`config.mk`:
```
export PLATFORM = sky130hd
export DESIGN_NAME = dual_octal_gpio_port
export DESIGN_NICKNAME = d
export VERILOG_FILES = /design/src/core/dual_octal_gpio_port.v
export VERILOG_INCLUDE_DIRS = /design/src /design/src/core
export SDC_FILE = /design/constraint.sdc
export NUM_CORES = 1
export LEC_CHECK = 0
export BUFFER_PORTS_ARGS = -buffer_cell sky130_fd_sc_hd__buf_2
export CORE_ASPECT_RATIO = 0.9
export CORE_UTILIZATION = 40
export DETAILED_ROUTE_END_ITERATION = 8
export HOLD_SLACK_MARGIN = 0.15
export PLACE_DENSITY_LB_ADDON = 0.08
export SLEW_MARGIN = 40
export SYNTH_ARGS = -nofsm -noshare
export SYNTH_HDL_FRONTEND = slang
export SYNTH_SLANG_ARGS = --single-unit
```
`constraint.sdc`:
```
create_clock -name clk_sys_i -period 2 [get_ports clk_sys_i]
set_clock_uncertainty 0.15 [all_clocks]
set_input_delay 0.4 -clock clk_sys_i [delete_from_list [all_inputs] [get_ports clk_sys_i]]
set_output_delay 0.4 -clock clk_sys_i [all_outputs]
set_load 0.01 [all_outputs]
```
`src/core/dual_octal_gpio_port_defines.vh`:
```
// register map, reset values and mode codes for the dual octal gpio port
`ifndef DUAL_OCTAL_GPIO_PORT_DEFINES_VH
`define DUAL_OCTAL_GPIO_PORT_DEFINES_VH

// ----------------------------------------
// register indices (byte address = 4 * index)
// ----------------------------------------
`define SEV_DATA_IDX 16'hFFDA
`define EIG_DATA_IDX 16'hFFDB
`define SEV_DIR_IDX 16'hFFEA
`define EIG_DIR_IDX 16'hFFEB
`define PWR_MODE_IDX 16'hFFF0

// ----------------------------------------
// reset values and read constants
// ----------------------------------------
`define DATA_RST 8'h00
`define DIR_RST 8'h00
`define WO_READ 8'hFF
`define MODE_RST 3'h0

// ----------------------------------------
// operating mode codes
// ----------------------------------------
`define MODE_ACTIVE 3'h0
`define MODE_SUBACTIVE 3'h1
`define MODE_SLEEP 3'h2
`define MODE_SUBSLEEP 3'h3
`define MODE_WATCH 3'h4
`define MODE_STANDBY 3'h5

// ----------------------------------------
// axi responses
// ----------------------------------------
`define RESP_OKAY 2'h0
`define RESP_SLVERR 2'h2

`endif

```
`src/core/dual_octal_gpio_port.v`:
```
// two 8-bit gpio ports with data and write-only direction registers, axi4-lite slave
`timescale 1ns/1ps
`include "dual_octal_gpio_port_defines.vh"

// Summary of operation
// RQ1: port seven has eight pins, each with data and direction bits.
// RQ2: port eight has eight pins, each with data and direction bits.
// RQ3: port-seven output pins read back the latched data bit.
// RQ4: port-seven input pins read back the live pin level.
// RQ5: port-seven direction 1 drives data on pin; 0 makes it input.
// RQ6: port-seven data register resets to zero.
// RQ7: port-seven direction register resets to zero, all pins inputs.
// RQ8: port-seven direction register is write-only and reads all ones.
// RQ9: port-eight output pins read back the latched data bit.
// RQ10: port-eight input pins read back the live pin level.
// RQ11: port-eight direction 1 drives data on pin; 0 makes it input.
// RQ12: port-eight data register resets to zero.
// RQ13: port-eight direction register resets to zero, all pins inputs.
// RQ14: port-eight direction register is write-only and reads all ones.
// RQ15: port-seven pins float in reset/standby, hold in sleep modes, else run; the code also floats them for mode codes 6 and 7.
// RQ16: port-eight pins float in reset/standby, hold in sleep modes, else run; the code also floats them for mode codes 6 and 7.
// RQ17: each pin's direction affects only that pin and its read bit.
module dual_octal_gpio_port #(
	parameter WIDTH = 8
)
(
	// clock and reset
	input wire clk_sys_i,
	input wire rst_b_i,
	// axi4-lite write address
	input wire s_axi_awvalid,
	output wire s_axi_awready,
	input wire [31:0] s_axi_awaddr,
	// axi4-lite write data
	input wire s_axi_wvalid,
	output wire s_axi_wready,
	input wire [31:0] s_axi_wdata,
	input wire [3:0] s_axi_wstrb,
	// axi4-lite write response
	output wire s_axi_bvalid,
	input wire s_axi_bready,
	output wire [1:0] s_axi_bresp,
	// axi4-lite read address
	input wire s_axi_arvalid,
	output wire s_axi_arready,
	input wire [31:0] s_axi_araddr,
	// axi4-lite read data
	output wire s_axi_rvalid,
	input wire s_axi_rready,
	output wire [31:0] s_axi_rdata,
	output wire [1:0] s_axi_rresp,
	// port seven pins
	input wire [WIDTH-1:0] seventh_port_pins_i,
	output wire [WIDTH-1:0] seventh_port_pins_o,
	output wire [WIDTH-1:0] seventh_port_pins_oe_o,
	// port eight pins
	input wire [WIDTH-1:0] eighth_port_pins_i,
	output wire [WIDTH-1:0] eighth_port_pins_o,
	output wire [WIDTH-1:0] eighth_port_pins_oe_o
);

	// ----------------------------------------
	// functions
	// ----------------------------------------
	// per-bit readback select: latched data where output, live pin where input
	function [WIDTH-1:0] port_read;
		input [WIDTH-1:0] data;
		input [WIDTH-1:0] dir;
		input [WIDTH-1:0] pin;
		begin
			port_read = (data & dir) | (pin & ~dir);
		end
	endfunction

	// byte address to register index, low two bits dropped
	function [15:0] reg_index;
		input [31:0] addr;
		begin
			reg_index = addr[17:2];
		end
	endfunction

	// ----------------------------------------
	// state
	// ----------------------------------------
	reg [WIDTH-1:0] sev_data_ff;
	reg [WIDTH-1:0] eig_data_ff;
	reg [WIDTH-1:0] sev_dir_ff;
	reg [WIDTH-1:0] eig_dir_ff;
	reg [2:0] mode_ff;
	reg [WIDTH-1:0] sev_sync1_ff;
	reg [WIDTH-1:0] sev_sync2_ff;
	reg [WIDTH-1:0] eig_sync1_ff;
	reg [WIDTH-1:0] eig_sync2_ff;
	reg [WIDTH-1:0] sev_out_ff;
	reg [WIDTH-1:0] sev_oe_ff;
	reg [WIDTH-1:0] eig_out_ff;
	reg [WIDTH-1:0] eig_oe_ff;
	reg awready_ff;
	reg wready_ff;
	reg arready_ff;
	reg aw_held_ff;
	reg w_held_ff;
	reg [31:0] awaddr_ff;
	reg [31:0] wdata_ff;
	reg [3:0] wstrb_ff;
	reg bvalid_ff;
	reg [1:0] bresp_ff;
	reg rvalid_ff;
	reg [31:0] rdata_ff;
	reg [1:0] rresp_ff;
	reg [WIDTH-1:0] nxt_sev_out;
	reg [WIDTH-1:0] nxt_sev_oe;
	reg [WIDTH-1:0] nxt_eig_out;
	reg [WIDTH-1:0] nxt_eig_oe;
	reg [31:0] nxt_rdata;
	reg [1:0] nxt_rresp;

	wire aw_take;
	wire w_take;
	wire wr_go;
	wire rd_take;
	wire [15:0] wr_idx;
	wire [15:0] rd_idx;
	wire byte0_en;

	// ----------------------------------------
	// axi4-lite handshakes
	// ----------------------------------------
	// one write in flight: address and data are parked until the response drains
	assign s_axi_awready = awready_ff;
	assign s_axi_wready = wready_ff;
	assign aw_take = s_axi_awvalid & s_axi_awready;
	assign w_take = s_axi_wvalid & s_axi_wready;
	assign wr_go = aw_held_ff & w_held_ff;
	assign wr_idx = reg_index(awaddr_ff);
	assign byte0_en = wstrb_ff[0];
	assign s_axi_bvalid = bvalid_ff;
	assign s_axi_bresp = bresp_ff;

	assign s_axi_arready = arready_ff;
	assign rd_take = s_axi_arvalid & s_axi_arready;
	assign rd_idx = reg_index(s_axi_araddr);
	assign s_axi_rvalid = rvalid_ff;
	assign s_axi_rdata = rdata_ff;
	assign s_axi_rresp = rresp_ff;

	always @(posedge clk_sys_i or negedge rst_b_i)
	begin
		if (!rst_b_i)
		begin
			aw_held_ff <= 1'b0;
			w_held_ff <= 1'b0;
			awaddr_ff <= 32'h0000_0000;
			wdata_ff <= 32'h0000_0000;
			wstrb_ff <= 4'h0;
			bvalid_ff <= 1'b0;
			bresp_ff <= `RESP_OKAY;
		end
		else
		begin
			if (aw_take)
			begin
				aw_held_ff <= 1'b1;
				awaddr_ff <= s_axi_awaddr;
			end
			if (w_take)
			begin
				w_held_ff <= 1'b1;
				wdata_ff <= s_axi_wdata;
				wstrb_ff <= s_axi_wstrb;
			end
			if (wr_go)
			begin
				aw_held_ff <= 1'b0;
				w_held_ff <= 1'b0;
				bvalid_ff <= 1'b1;
				case (wr_idx)
					`SEV_DATA_IDX, `EIG_DATA_IDX, `SEV_DIR_IDX, `EIG_DIR_IDX, `PWR_MODE_IDX:
						bresp_ff <= `RESP_OKAY;
					default:
						bresp_ff <= `RESP_SLVERR;
				endcase
			end
			else if (bvalid_ff && s_axi_bready)
			begin
				bvalid_ff <= 1'b0;
			end
		end
	end

	// ----------------------------------------
	// registers
	// ----------------------------------------
	always @(posedge clk_sys_i or negedge rst_b_i)
	begin
		if (!rst_b_i)
		begin
			sev_data_ff <= `DATA_RST; // see RQ6
			sev_dir_ff <= `DIR_RST; // see RQ7
			eig_data_ff <= `DATA_RST; // see RQ12
			eig_dir_ff <= `DIR_RST; // see RQ13
			mode_ff <= `MODE_RST;
		end
		else if (wr_go && byte0_en)
		begin
			// only the low byte lane carries register bits
			case (wr_idx)
				`SEV_DATA_IDX: sev_data_ff <= wdata_ff[WIDTH-1:0]; // see RQ1
				`EIG_DATA_IDX: eig_data_ff <= wdata_ff[WIDTH-1:0]; // see RQ2
				`SEV_DIR_IDX: sev_dir_ff <= wdata_ff[WIDTH-1:0]; // see RQ1
				`EIG_DIR_IDX: eig_dir_ff <= wdata_ff[WIDTH-1:0]; // see RQ2
				`PWR_MODE_IDX: mode_ff <= wdata_ff[2:0];
				default: mode_ff <= mode_ff;
			endcase
		end
	end

	// ----------------------------------------
	// pin synchronisers
	// ----------------------------------------
	always @(posedge clk_sys_i or negedge rst_b_i)
	begin
		if (!rst_b_i)
		begin
			sev_sync1_ff <= {WIDTH{1'b0}};
			sev_sync2_ff <= {WIDTH{1'b0}};
			eig_sync1_ff <= {WIDTH{1'b0}};
			eig_sync2_ff <= {WIDTH{1'b0}};
		end
		else
		begin
			sev_sync1_ff <= seventh_port_pins_i;
			sev_sync2_ff <= sev_sync1_ff;
			eig_sync1_ff <= eighth_port_pins_i;
			eig_sync2_ff <= eig_sync1_ff;
		end
	end

	// ----------------------------------------
	// read path
	// ----------------------------------------
	always @*
	begin
		nxt_rdata = 32'h0000_0000;
		nxt_rresp = `RESP_OKAY;
		case (rd_idx)
			`SEV_DATA_IDX:
				nxt_rdata[WIDTH-1:0] = port_read(sev_data_ff, sev_dir_ff, sev_sync2_ff); // see RQ3 RQ4 RQ17
			`EIG_DATA_IDX:
				nxt_rdata[WIDTH-1:0] = port_read(eig_data_ff, eig_dir_ff, eig_sync2_ff); // see RQ9 RQ10 RQ17
			`SEV_DIR_IDX:
				nxt_rdata[WIDTH-1:0] = `WO_READ; // see RQ8
			`EIG_DIR_IDX:
				nxt_rdata[WIDTH-1:0] = `WO_READ; // see RQ14
			`PWR_MODE_IDX:
				nxt_rdata[2:0] = mode_ff;
			default:
				nxt_rresp = `RESP_SLVERR;
		endcase
	end

	always @(posedge clk_sys_i or negedge rst_b_i)
	begin
		if (!rst_b_i)
		begin
			rvalid_ff <= 1'b0;
			rdata_ff <= 32'h0000_0000;
			rresp_ff <= `RESP_OKAY;
		end
		else if (rd_take)
		begin
			rvalid_ff <= 1'b1;
			rdata_ff <= nxt_rdata;
			rresp_ff <= nxt_rresp;
		end
		else if (rvalid_ff && s_axi_rready)
		begin
			rvalid_ff <= 1'b0;
		end
	end

	// ----------------------------------------
	// ready flags
	// ----------------------------------------
	// flops rather than gates, so every bus output comes straight from a register
	always @(posedge clk_sys_i or negedge rst_b_i)
	begin
		if (!rst_b_i)
		begin
			awready_ff <= 1'b1;
			wready_ff <= 1'b1;
			arready_ff <= 1'b1;
		end
		else
		begin
			if (aw_take)
			begin
				awready_ff <= 1'b0;
			end
			else if (bvalid_ff && s_axi_bready)
			begin
				awready_ff <= 1'b1;
			end
			if (w_take)
			begin
				wready_ff <= 1'b0;
			end
			else if (bvalid_ff && s_axi_bready)
			begin
				wready_ff <= 1'b1;
			end
			if (rd_take)
			begin
				arready_ff <= 1'b0;
			end
			else if (rvalid_ff && s_axi_rready)
			begin
				arready_ff <= 1'b1;
			end
		end
	end

	// ----------------------------------------
	// pin drivers by operating mode
	// ----------------------------------------
	// sleep-type modes freeze the drivers, so register writes there show up on wake
	always @*
	begin
		nxt_sev_out = sev_out_ff;
		nxt_sev_oe = sev_oe_ff;
		nxt_eig_out = eig_out_ff;
		nxt_eig_oe = eig_oe_ff;
		case (mode_ff)
			`MODE_ACTIVE, `MODE_SUBACTIVE:
			begin
				nxt_sev_out = sev_data_ff & sev_dir_ff; // see RQ5 RQ15 RQ17
				nxt_sev_oe = sev_dir_ff; // see RQ5
				nxt_eig_out = eig_data_ff & eig_dir_ff; // see RQ11 RQ16 RQ17
				nxt_eig_oe = eig_dir_ff; // see RQ11
			end
			`MODE_SLEEP, `MODE_SUBSLEEP, `MODE_WATCH:
			begin
				nxt_sev_oe = sev_oe_ff; // see RQ15
				nxt_eig_oe = eig_oe_ff; // see RQ16
			end
			`MODE_STANDBY:
			begin
				nxt_sev_oe = {WIDTH{1'b0}}; // see RQ15
				nxt_eig_oe = {WIDTH{1'b0}}; // see RQ16
			end
			default:
			begin
				nxt_sev_oe = {WIDTH{1'b0}};
				nxt_eig_oe = {WIDTH{1'b0}};
			end
		endcase
	end

	always @(posedge clk_sys_i or negedge rst_b_i)
	begin
		if (!rst_b_i)
		begin
			// floating while reset is held
			sev_out_ff <= {WIDTH{1'b0}}; // see RQ15
			sev_oe_ff <= {WIDTH{1'b0}};
			eig_out_ff <= {WIDTH{1'b0}}; // see RQ16
			eig_oe_ff <= {WIDTH{1'b0}};
		end
		else
		begin
			sev_out_ff <= nxt_sev_out;
			sev_oe_ff <= nxt_sev_oe;
			eig_out_ff <= nxt_eig_out;
			eig_oe_ff <= nxt_eig_oe;
		end
	end

	assign seventh_port_pins_o = sev_out_ff;
	assign seventh_port_pins_oe_o = sev_oe_ff;
	assign eighth_port_pins_o = eig_out_ff;
	assign eighth_port_pins_oe_o = eig_oe_ff;

endmodule // dual_octal_gpio_port

```
==> Word level (Yosys, flattened, before mapping) <==
Index checks and enable logic that the tools add are counted.
{ "classes": {"muxes": 19, "bitwise_logic": 12, "eq_ne": 14, "reduce_logical": 20} }
{ "ops": {"columns": ["cell", "n"], "rows": [
  ["16-bit equality test (second input constant)", 10],
  ["8-bit bitwise AND", 4],
  ["8-bit one-hot mux with 2 select lines", 2],
  ["8-bit inverter", 2],
  ["8-bit bitwise OR", 2],
  ["5-bit one-hot mux with 3 select lines", 1],
  ["1-bit two-way mux", 13],
  ["3-bit one-hot mux with 4 select lines", 1],
  ["2-bit nonzero test", 6],
  ["2-bit AND reduction", 5],
  ["5-bit OR reduction", 2],
  ["3-bit by 2-bit equality test with 1-bit output (second input constant)", 2],
  ["1-bit bitwise AND", 4],
  ["2-bit two-way mux", 2],
  ["2-bit OR reduction", 2],
  ["3-bit by 1-bit equality test with 1-bit output (second input constant)", 1],
  ["3-bit equality test (second input constant)", 1],
  ["1-bit logical AND", 3],
  ["3-bit zero test", 1],
  ["3-bit OR reduction", 1]
]} }
{ "word_totals": {"inputBits": 123, "out_inout_bits": 73, "word_cells": 91, "ff_bits": 145} }

==> Logic depth before layout (Yosys ltp) <==
Gate-level depths: netlist of the first run.
{ "depth": {"ltp_word": 4, "mapped_depth": 5, "ltp_nobuf": 4} }

==> Worst setup path before layout of the first run <==
Ideal clock, no wire load.
{ "synth_path": {"kind": "input port to flip-flop", "from": "input port s_axi_araddr[2]", "to": "register rresp_ff[1] (netlist: s_axi_rresp[1])", "arrival_ns": 1.648, "path_buffers": 1, "slack_ns": 0.081, "setup_time_ns": 0.121, "stages": 4, "cell_sequence": "buf_6 or4b_1 a2111o_1 a22o_1"} }
{ "synth_between": {"elab_chain_cells": 3} }
{ "synth_rtl": {"columns": ["element", "line_no", "rtl"], "rows": [
  ["from (decl)", "dual_octal_gpio_port.v:46", "input wire [31:0] s_axi_araddr,"],
  ["16-bit equality test (on tied branches)", null, null],
  ["5-bit OR reduction (no line) (*)", null, null],
  ["2-bit two-way mux (*)", "dual_octal_gpio_port.v:247", "case (rd_idx)"],
  ["to (signal assigned)", "dual_octal_gpio_port.v:269", "rresp_ff <= `RESP_OKAY;"],
  ["to (signal assigned)", "dual_octal_gpio_port.v:275", "rresp_ff <= nxt_rresp;"],
  ["to (decl)", "dual_octal_gpio_port.v:111", "reg [1:0] rresp_ff;"]
]} }
Mark *: on every way between the ends. The rest lies on a longest branch, timed or not.
A chain may end at the register's enable or synchronous reset.

==> Worst setup path after layout of the first run <==
{ "layout_path": {"from": "register awaddr_ff[17]", "to": "register mode_ff[1]"} }
{ "layout_between": {"elab_chain_cells": 2} }
{ "layout_rtl": {"columns": ["element", "line_no", "rtl"], "rows": [
  ["from (decl)", "dual_octal_gpio_port.v:104", "reg [31:0] awaddr_ff;"],
  ["from (signal assigned)", "dual_octal_gpio_port.v:165", "awaddr_ff <= s_axi_awaddr;"],
  ["16-bit equality test", "dual_octal_gpio_port.v:208", "case (wr_idx)"],
  ["2-bit AND reduction (no line)", null, null],
  ["to (signal assigned)", "dual_octal_gpio_port.v:203", "mode_ff <= `MODE_RST;"],
  ["to (signal assigned)", "dual_octal_gpio_port.v:213", "`PWR_MODE_IDX: mode_ff <= wdata_ff[2:0];"],
  ["to (signal assigned)", "dual_octal_gpio_port.v:214", "default: mode_ff <= mode_ff;"],
  ["to (decl)", "dual_octal_gpio_port.v:90", "reg [2:0] mode_ff;"]
]} }
Every way passes these cells.

==> results of run 1 <==
## worst paths after layout
kind / start / end / slack [ns] / cells past startpoint
max in group asynchronous: rst_b_i / eighth_port_pins_o[6] / 0.71 / 3
setup reg to reg: awaddr_ff[17] / mode_ff[1] / 0.12 / 5
min in group asynchronous: rst_b_i / eig_sync2_ff[7] / 0.30 / 2
hold / removal: sev_sync1_ff[0] / sev_sync2_ff[0] / 0.20 / 0
setup / recovery: awaddr_ff[17] / mode_ff[1] / 0.12 / 5
hold reg to reg: sev_sync1_ff[0] / sev_sync2_ff[0] / 0.20 / 0
## sequential cells by signal, summed over array words and instances, names as in the netlist, 3 cells and up
| name | count |
|---|---|
| eighth_port_pins_oe_o | 8 |
| sev_sync2_ff | 8 |
| wdata_ff | 8 |
| awaddr_ff | 16 |
| eig_sync2_ff | 8 |
| eig_dir_ff | 8 |
| seventh_port_pins_o | 8 |
| mode_ff | 3 |
| eig_data_ff | 8 |
| sev_sync1_ff | 8 |
| sev_data_ff | 8 |
| s_axi_rdata | 8 |
| seventh_port_pins_oe_o | 8 |
| sev_dir_ff | 8 |
| eig_sync1_ff | 8 |
| eighth_port_pins_o | 8 |
## report_power, final
group          switching, mW  internal, mW  total (mW)
Sequential             0.353          3.28        3.63
Combinational          0.474         0.581        1.05
Clock                   1.10          2.27        3.37
## what timing repair did
item                       in CTS  in global routing
hold buffers                   50                  0
cloned                          0                  0
resized for setup               1                  4
hold endpoints to repair      158                  0
pin swaps                       1                  0
setup buffers                   2                  0
setup endpoints to repair      32                 24
## area by class of cell
cell class                 instances  area, sq um  area share [%]
timing repair buffer             178         1220            16.3
inverter                           9         33.8           0.453
tap                              168          210            2.82
clock buffer                      24          472            6.32
clock inverter                     7          160            2.15
multi-input combinational        251         1840            24.6
sequential                       141         3530            47.3
## worst max-delay path: cells and delay by family (launching register included)
kind                   cells  cell delay, ns
buffers and inverters      1            0.21
flip-flops                 1            0.34
multiplexers               1            0.33
AND/OR/NAND/NOR            3            0.72
## kinds of logic after synthesis
kind of cell	after synthesis	synth area share, %
simple gates	94	9.02
compound gates	55	6.69
flops	141	64.0
xor+xnor	1	0.159
buf+inv	47	5.10
other cells	1	0.0679
mux	75	15.0
## metal layers
metal,GRT usage (%),up-vias
met5,0,-
met4,6.83,0
met3,5.30,9
met2,28.6,116
met1,25.7,1845
li1,-,1775
## metrics by stage
| step | hold WS [ns] | power [mW] |
|---|---|---|
| floorplan | -0.0456 | 4.19 |
| global placement | 0.171 | 4.58 |
| detailed placement | 0.177 | 4.63 |
| CTS | 0.198 | 8.14 |
| global route | 0.203 | 8.46 |
| finish | 0.196 | 8.06 |
## synth_stat cells
library cell / n
nor4_1: 2
nand3b_1: 1
nor3_1: 2
nand4b_1: 1
inv_1: 9
a21oi_1: 10
o211ai_1: 5
or2_2: 1
a22o_1: 17
nand2b_1: 6
and2_1: 1
nor2_1: 10
nand4_1: 6
buf_6: 1
o31a_1: 1
dfrtp_1: 138
nor2b_1: 1
nand3_1: 13
nand3b_2: 1
xnor2_1: 1
clkbuf_1: 11
nor4_4: 1
nand3_2: 3
o21ai_0: 18
nor4b_1: 1
or3_1: 1
dfstp_2: 3
mux2_2: 61
a22oi_1: 3
nor4_2: 2
mux2i_1: 14
nand2_1: 40
conb_1: 1
or4b_1: 1
a2111o_1: 1
buf_4: 26
==> metrics, run 1 <==
clk_lat worst skew=0.41 ns; slew margin rel.=63.6%; post-synthesis cell area=5520 sq um; syn avg cell area=13.3 sq um; GPL Wtd Cong=0.741; initial antenna violation count=0; Setup Viol. Count Final=0; Total GRT Usage=18.8%; vias in the first global route=3731; Final period util=94.1%; fin nets=721; IO Port Bufs=110; Yosys warning count=0; DP HPWL=8010 microns; Starting Density=41.2%; largest net degree at the start of global routing=42; WL final=12300 microns; Layout fillers=1151; P_leak=3.72 nW; Final Util=55.7%; design area=7460 sq um; Worst-Margin Slew=0.546 ns; Synth Register Bits=141; setup TNS=0 ns; placed cells=695; Critical-path top delay cell=dfrtp_1; placed instance area=6280 sq um; commonest non-fill, non-tap cell in the layout=dfrtp_1; Met3 Wirelength=630 microns; pwr/cell area=1080 nW/um^2; final cell count without fillers=778; crit path DAT=2.03 ns; row cnt=40; DR vias=3745; DRC=0; grt total ovfl=0; Die Area=14300 sq um; CP Launch Type=register; Final Max Slew Viols=0; Mapped Cells=414; CP cell instances=nand4_1, nor4_4, buf_4, nand3_1, mux2_2; area delta synth->final=35.2%; Max Used Layer=met4; pre-CTS worst setup slack=-0.0891 ns; CTS tree=done; vias per inst=4.81; H-tree depth=4; Peak Freq=531 MHz; CP Max Fanout=4; first-pass GRT wire length=19800 microns; status=finished clean; Crit Path Class=reg2reg; die width=126 microns; Yosys top cell by area=dfrtp_1; Max Cap Viol=0; core area=13400 sq um; Hold Crit Class=reg2reg; most frequent cells in the layout=138 x dfrtp_1, 109 x buf_2, 61 x mux2_2, 50 x dlygate4sd3_1, 40 x nand2_1; DR WL met2=5710 microns; Seq/Total Area, Yosys=64.0%; Die Y-Extent=113 microns; post-route setup slack=0.118 ns; Worst setup EP type=register; antenna viol nets, final=0; Final Hold Viols=0; routed len/inst=15.8 microns; Starting DRT DRC Count=221; layout cells sized above 1=37.4%; Max clock buf depth=2; CTS root buffer=clkbuf_16; antenna fix cells=0; WP data required=2.14 ns; M1 WL=5840 microns; IO Pins=196; CTS Sinks=141; Worst-path clk slew=0.05 ns; library cells used by synthesis=36; Pre-Repair DR Iteration Count=4; maximum VDD drop=0.596 mV; Tmin final=1.88 ns; CTS buffer count=17; synth top area cells=dfrtp_1 63%, mux2_2 12%, buf_4 3.5%; area share of the largest cell type after synthesis=62.6%; longest individual stage delay on the worst path=0.34 ns
No activity file was read; power rests on OpenSTA's default activity.
==> run 2, diff against run 1 <==
Settings changed: CORE_UTILIZATION 40 to 30.
==> run 2 against run 1 <==
  * Sequential cell count unchanged
  * Via count barely moved
  * Global-route usage is 3.7 points lower
  * First-iteration DRC count is 37% lower
  * Clock power hardly changed
  * Worst setup slack lost 0.061 ns
  * Final cell count grew 10%
  * Critical path depth up 2
  * Utilization shrank 13 points
  * Sequential share of layout area is 1.0 points lower
  * Critical path type unchanged
  * Largest power group unchanged
  * Die area rose by 33%
==> metrics, run 2 (synthesis results as in run 1) <==
Pre-Repair DR Iteration Count=6 (+2); CTS root buffer=clkbuf_16; Worst-Margin Slew=0.578 ns (+0.0319 ns); crit path DAT=2.09 ns (+0.06 ns); Tmin final=1.94 ns (+0.0611 ns); antenna viol nets, final=0 (unchanged); fin nets=726 (+0.69%); Final Max Slew Viols=0 (unchanged); DR vias=3742 (-0.080%); P_leak=3.73 nW (+0.32%); most frequent cells in the layout=138 x dfrtp_1, 109 x buf_2, 60 x mux2_2, 50 x dlygate4sd3_1, 40 x nand2_1; Hold Crit Class=reg2reg; core area=17800 sq um (+33%); Starting Density=30.9% (-10 points); Starting DRT DRC Count=140 (-37%); WL final=13400 microns (+8.5%); Worst-path clk slew=0.06 ns (about the same); CTS buffer count=17 (unchanged); commonest non-fill, non-tap cell in the layout=dfrtp_1; Worst setup EP type=register; die width=145 microns (+15%); status=finished clean; vias per inst=4.37 (-9.2%); Max Cap Viol=0 (unchanged); H-tree depth=4 (unchanged); layout cells sized above 1=38.6% (+1.3 points); pwr/cell area=1060 nW/um^2 (-2.0%); largest net degree at the start of global routing=42 (unchanged); Total GRT Usage=15.0% (-3.7 points); area delta synth->final=38.3%; first-pass GRT wire length=21100 microns (+6.5%); Final Hold Viols=0 (unchanged); clk_lat worst skew=0.42 ns (about the same); DP HPWL=8840 microns (+10%); grt total ovfl=0 (unchanged); IO Port Bufs=110 (unchanged); CP Max Fanout=8 (+4); setup repair after global routing missed its margin=yes; Layout fillers=1721 (+50%); Final period util=97.2% (+3.1 points); Die Y-Extent=131 microns (+15%); Die Area=18900 sq um (+33%); GPL Wtd Cong=0.829 (+12%); Total Power=8.08 mW (+0.24%); CTS Sinks=141 (unchanged); maximum VDD drop=0.500 mV (-16%); antenna fix cells=0 (unchanged); DRC=0 (unchanged); Most flops, register=awaddr_ff; vias in the first global route=3812 (+2.2%); Max clock buf depth=2 (unchanged); final cell count without fillers=856 (+10%); max FFs per register=16 (unchanged); Peak Freq=515 MHz (-3.1%); routed len/inst=15.6 microns (-1.4%); IO Pins=196 (unchanged); WP data required=2.15 ns (about the same); CTS tree=done; Crit Path Class=reg2reg; CP Launch Type=register; Setup Viol. Count Final=0 (unchanged); placed cells=769 (+11%); row cnt=46 (+15%); initial antenna violation count=0 (unchanged); slew margin rel.=61.5% (-2.1 points)
-- run 2: cell types whose count changed in the layout (fill, tap and decap cells not counted), sizes merged --
| cell | change |
|---|---|
| inv | +6 |
| clkinvlp | +2 |
| buf | +5 |
| clkbuf | -6 |
| bufinv | -1 |
-- run 2: timing repair --
action                                  CTS  global route
hold buffers                             50             0
endpoints found under the hold margin   185             0
buffers inserted                          0             5
pin swaps                                 0             2
endpoints found under the setup margin   16            29
resized for setup                         0             6
-- run 2: power by group --
group / total (mW) / internal (mW) / switching, mW
clock network: 3.39 / 2.12 / 1.27
registers: 3.63 / 3.28 / 0.358
logic: 1.05 / 0.584 / 0.468
total: 8.08 / 5.98 / 2.10
-- run 2: worst max-delay path, cell delays in order, from the launching register on --
cell and delay [ns]:
dfrtp_1 0.35, nand4_1 0.18, nor4_4 0.30, buf_4 0.18, buf_6 0.11, nand3_4 0.07
buf_12 0.17, mux2_4 0.29
-- run 2: routing by layer --
layer	track usage (%)	vias to the layer above	share of wire, %
met3	4.90	9	4.4
met1	19.7	1822	47
met5	0	-	0
met4	4.32	0	0.91
met2	23.8	109	48
li1	-	1802	-
-- run 2: worst paths after layout --
kind	from	to	slack [ns]	depth (start not counted)
max in group asynchronous	rst_b_i	s_axi_wready	0.82	3
min in group asynchronous	rst_b_i	s_axi_rvalid	0.30	2
setup reg to reg	awaddr_ff[15]	sev_dir_ff[3]	0.06	7
setup / recovery	awaddr_ff[15]	sev_dir_ff[3]	0.06	7
hold / removal	sev_sync1_ff[2]	sev_sync2_ff[2]	0.20	0
hold reg to reg	sev_sync1_ff[2]	sev_sync2_ff[2]	0.20	0
-- run 2: area by class of cell --
| type | instances | area (sq um) | share of cell area (%) |
|---|---|---|---|
| flip-flops and latches | 141 | 3530 | 46.3 |
| multi-input cells | 251 | 1830 | 24.0 |
| repair buffers | 183 | 1300 | 17.0 |
| clock buffers | 18 | 429 | 5.62 |
| well taps | 240 | 300 | 3.93 |
| clock inverters | 14 | 208 | 2.72 |
| inverters | 9 | 33.8 | 0.443 |
-- run 2: through the flow --
stage / instance area [sq um] / hold WS [ns] / util (%) / setup WS (ns) / TNS, ns
3_3_place_gp: 6420 / 0.165 / 36.0 / -0.102 / -1.24
2_1_floorplan: 5610 / -0.0456 / - / 0.0813 / 0
6_report: 7630 / 0.197 / 42.8 / 0.0569 / 0
5_1_grt: 7630 / 0.207 / 42.8 / -0.0520 / -0.406
4_1_cts: 7560 / 0.199 / 42.4 / -0.138 / -1.97
3_5_place_dp: 6420 / 0.173 / 36.0 / -0.126 / -1.72
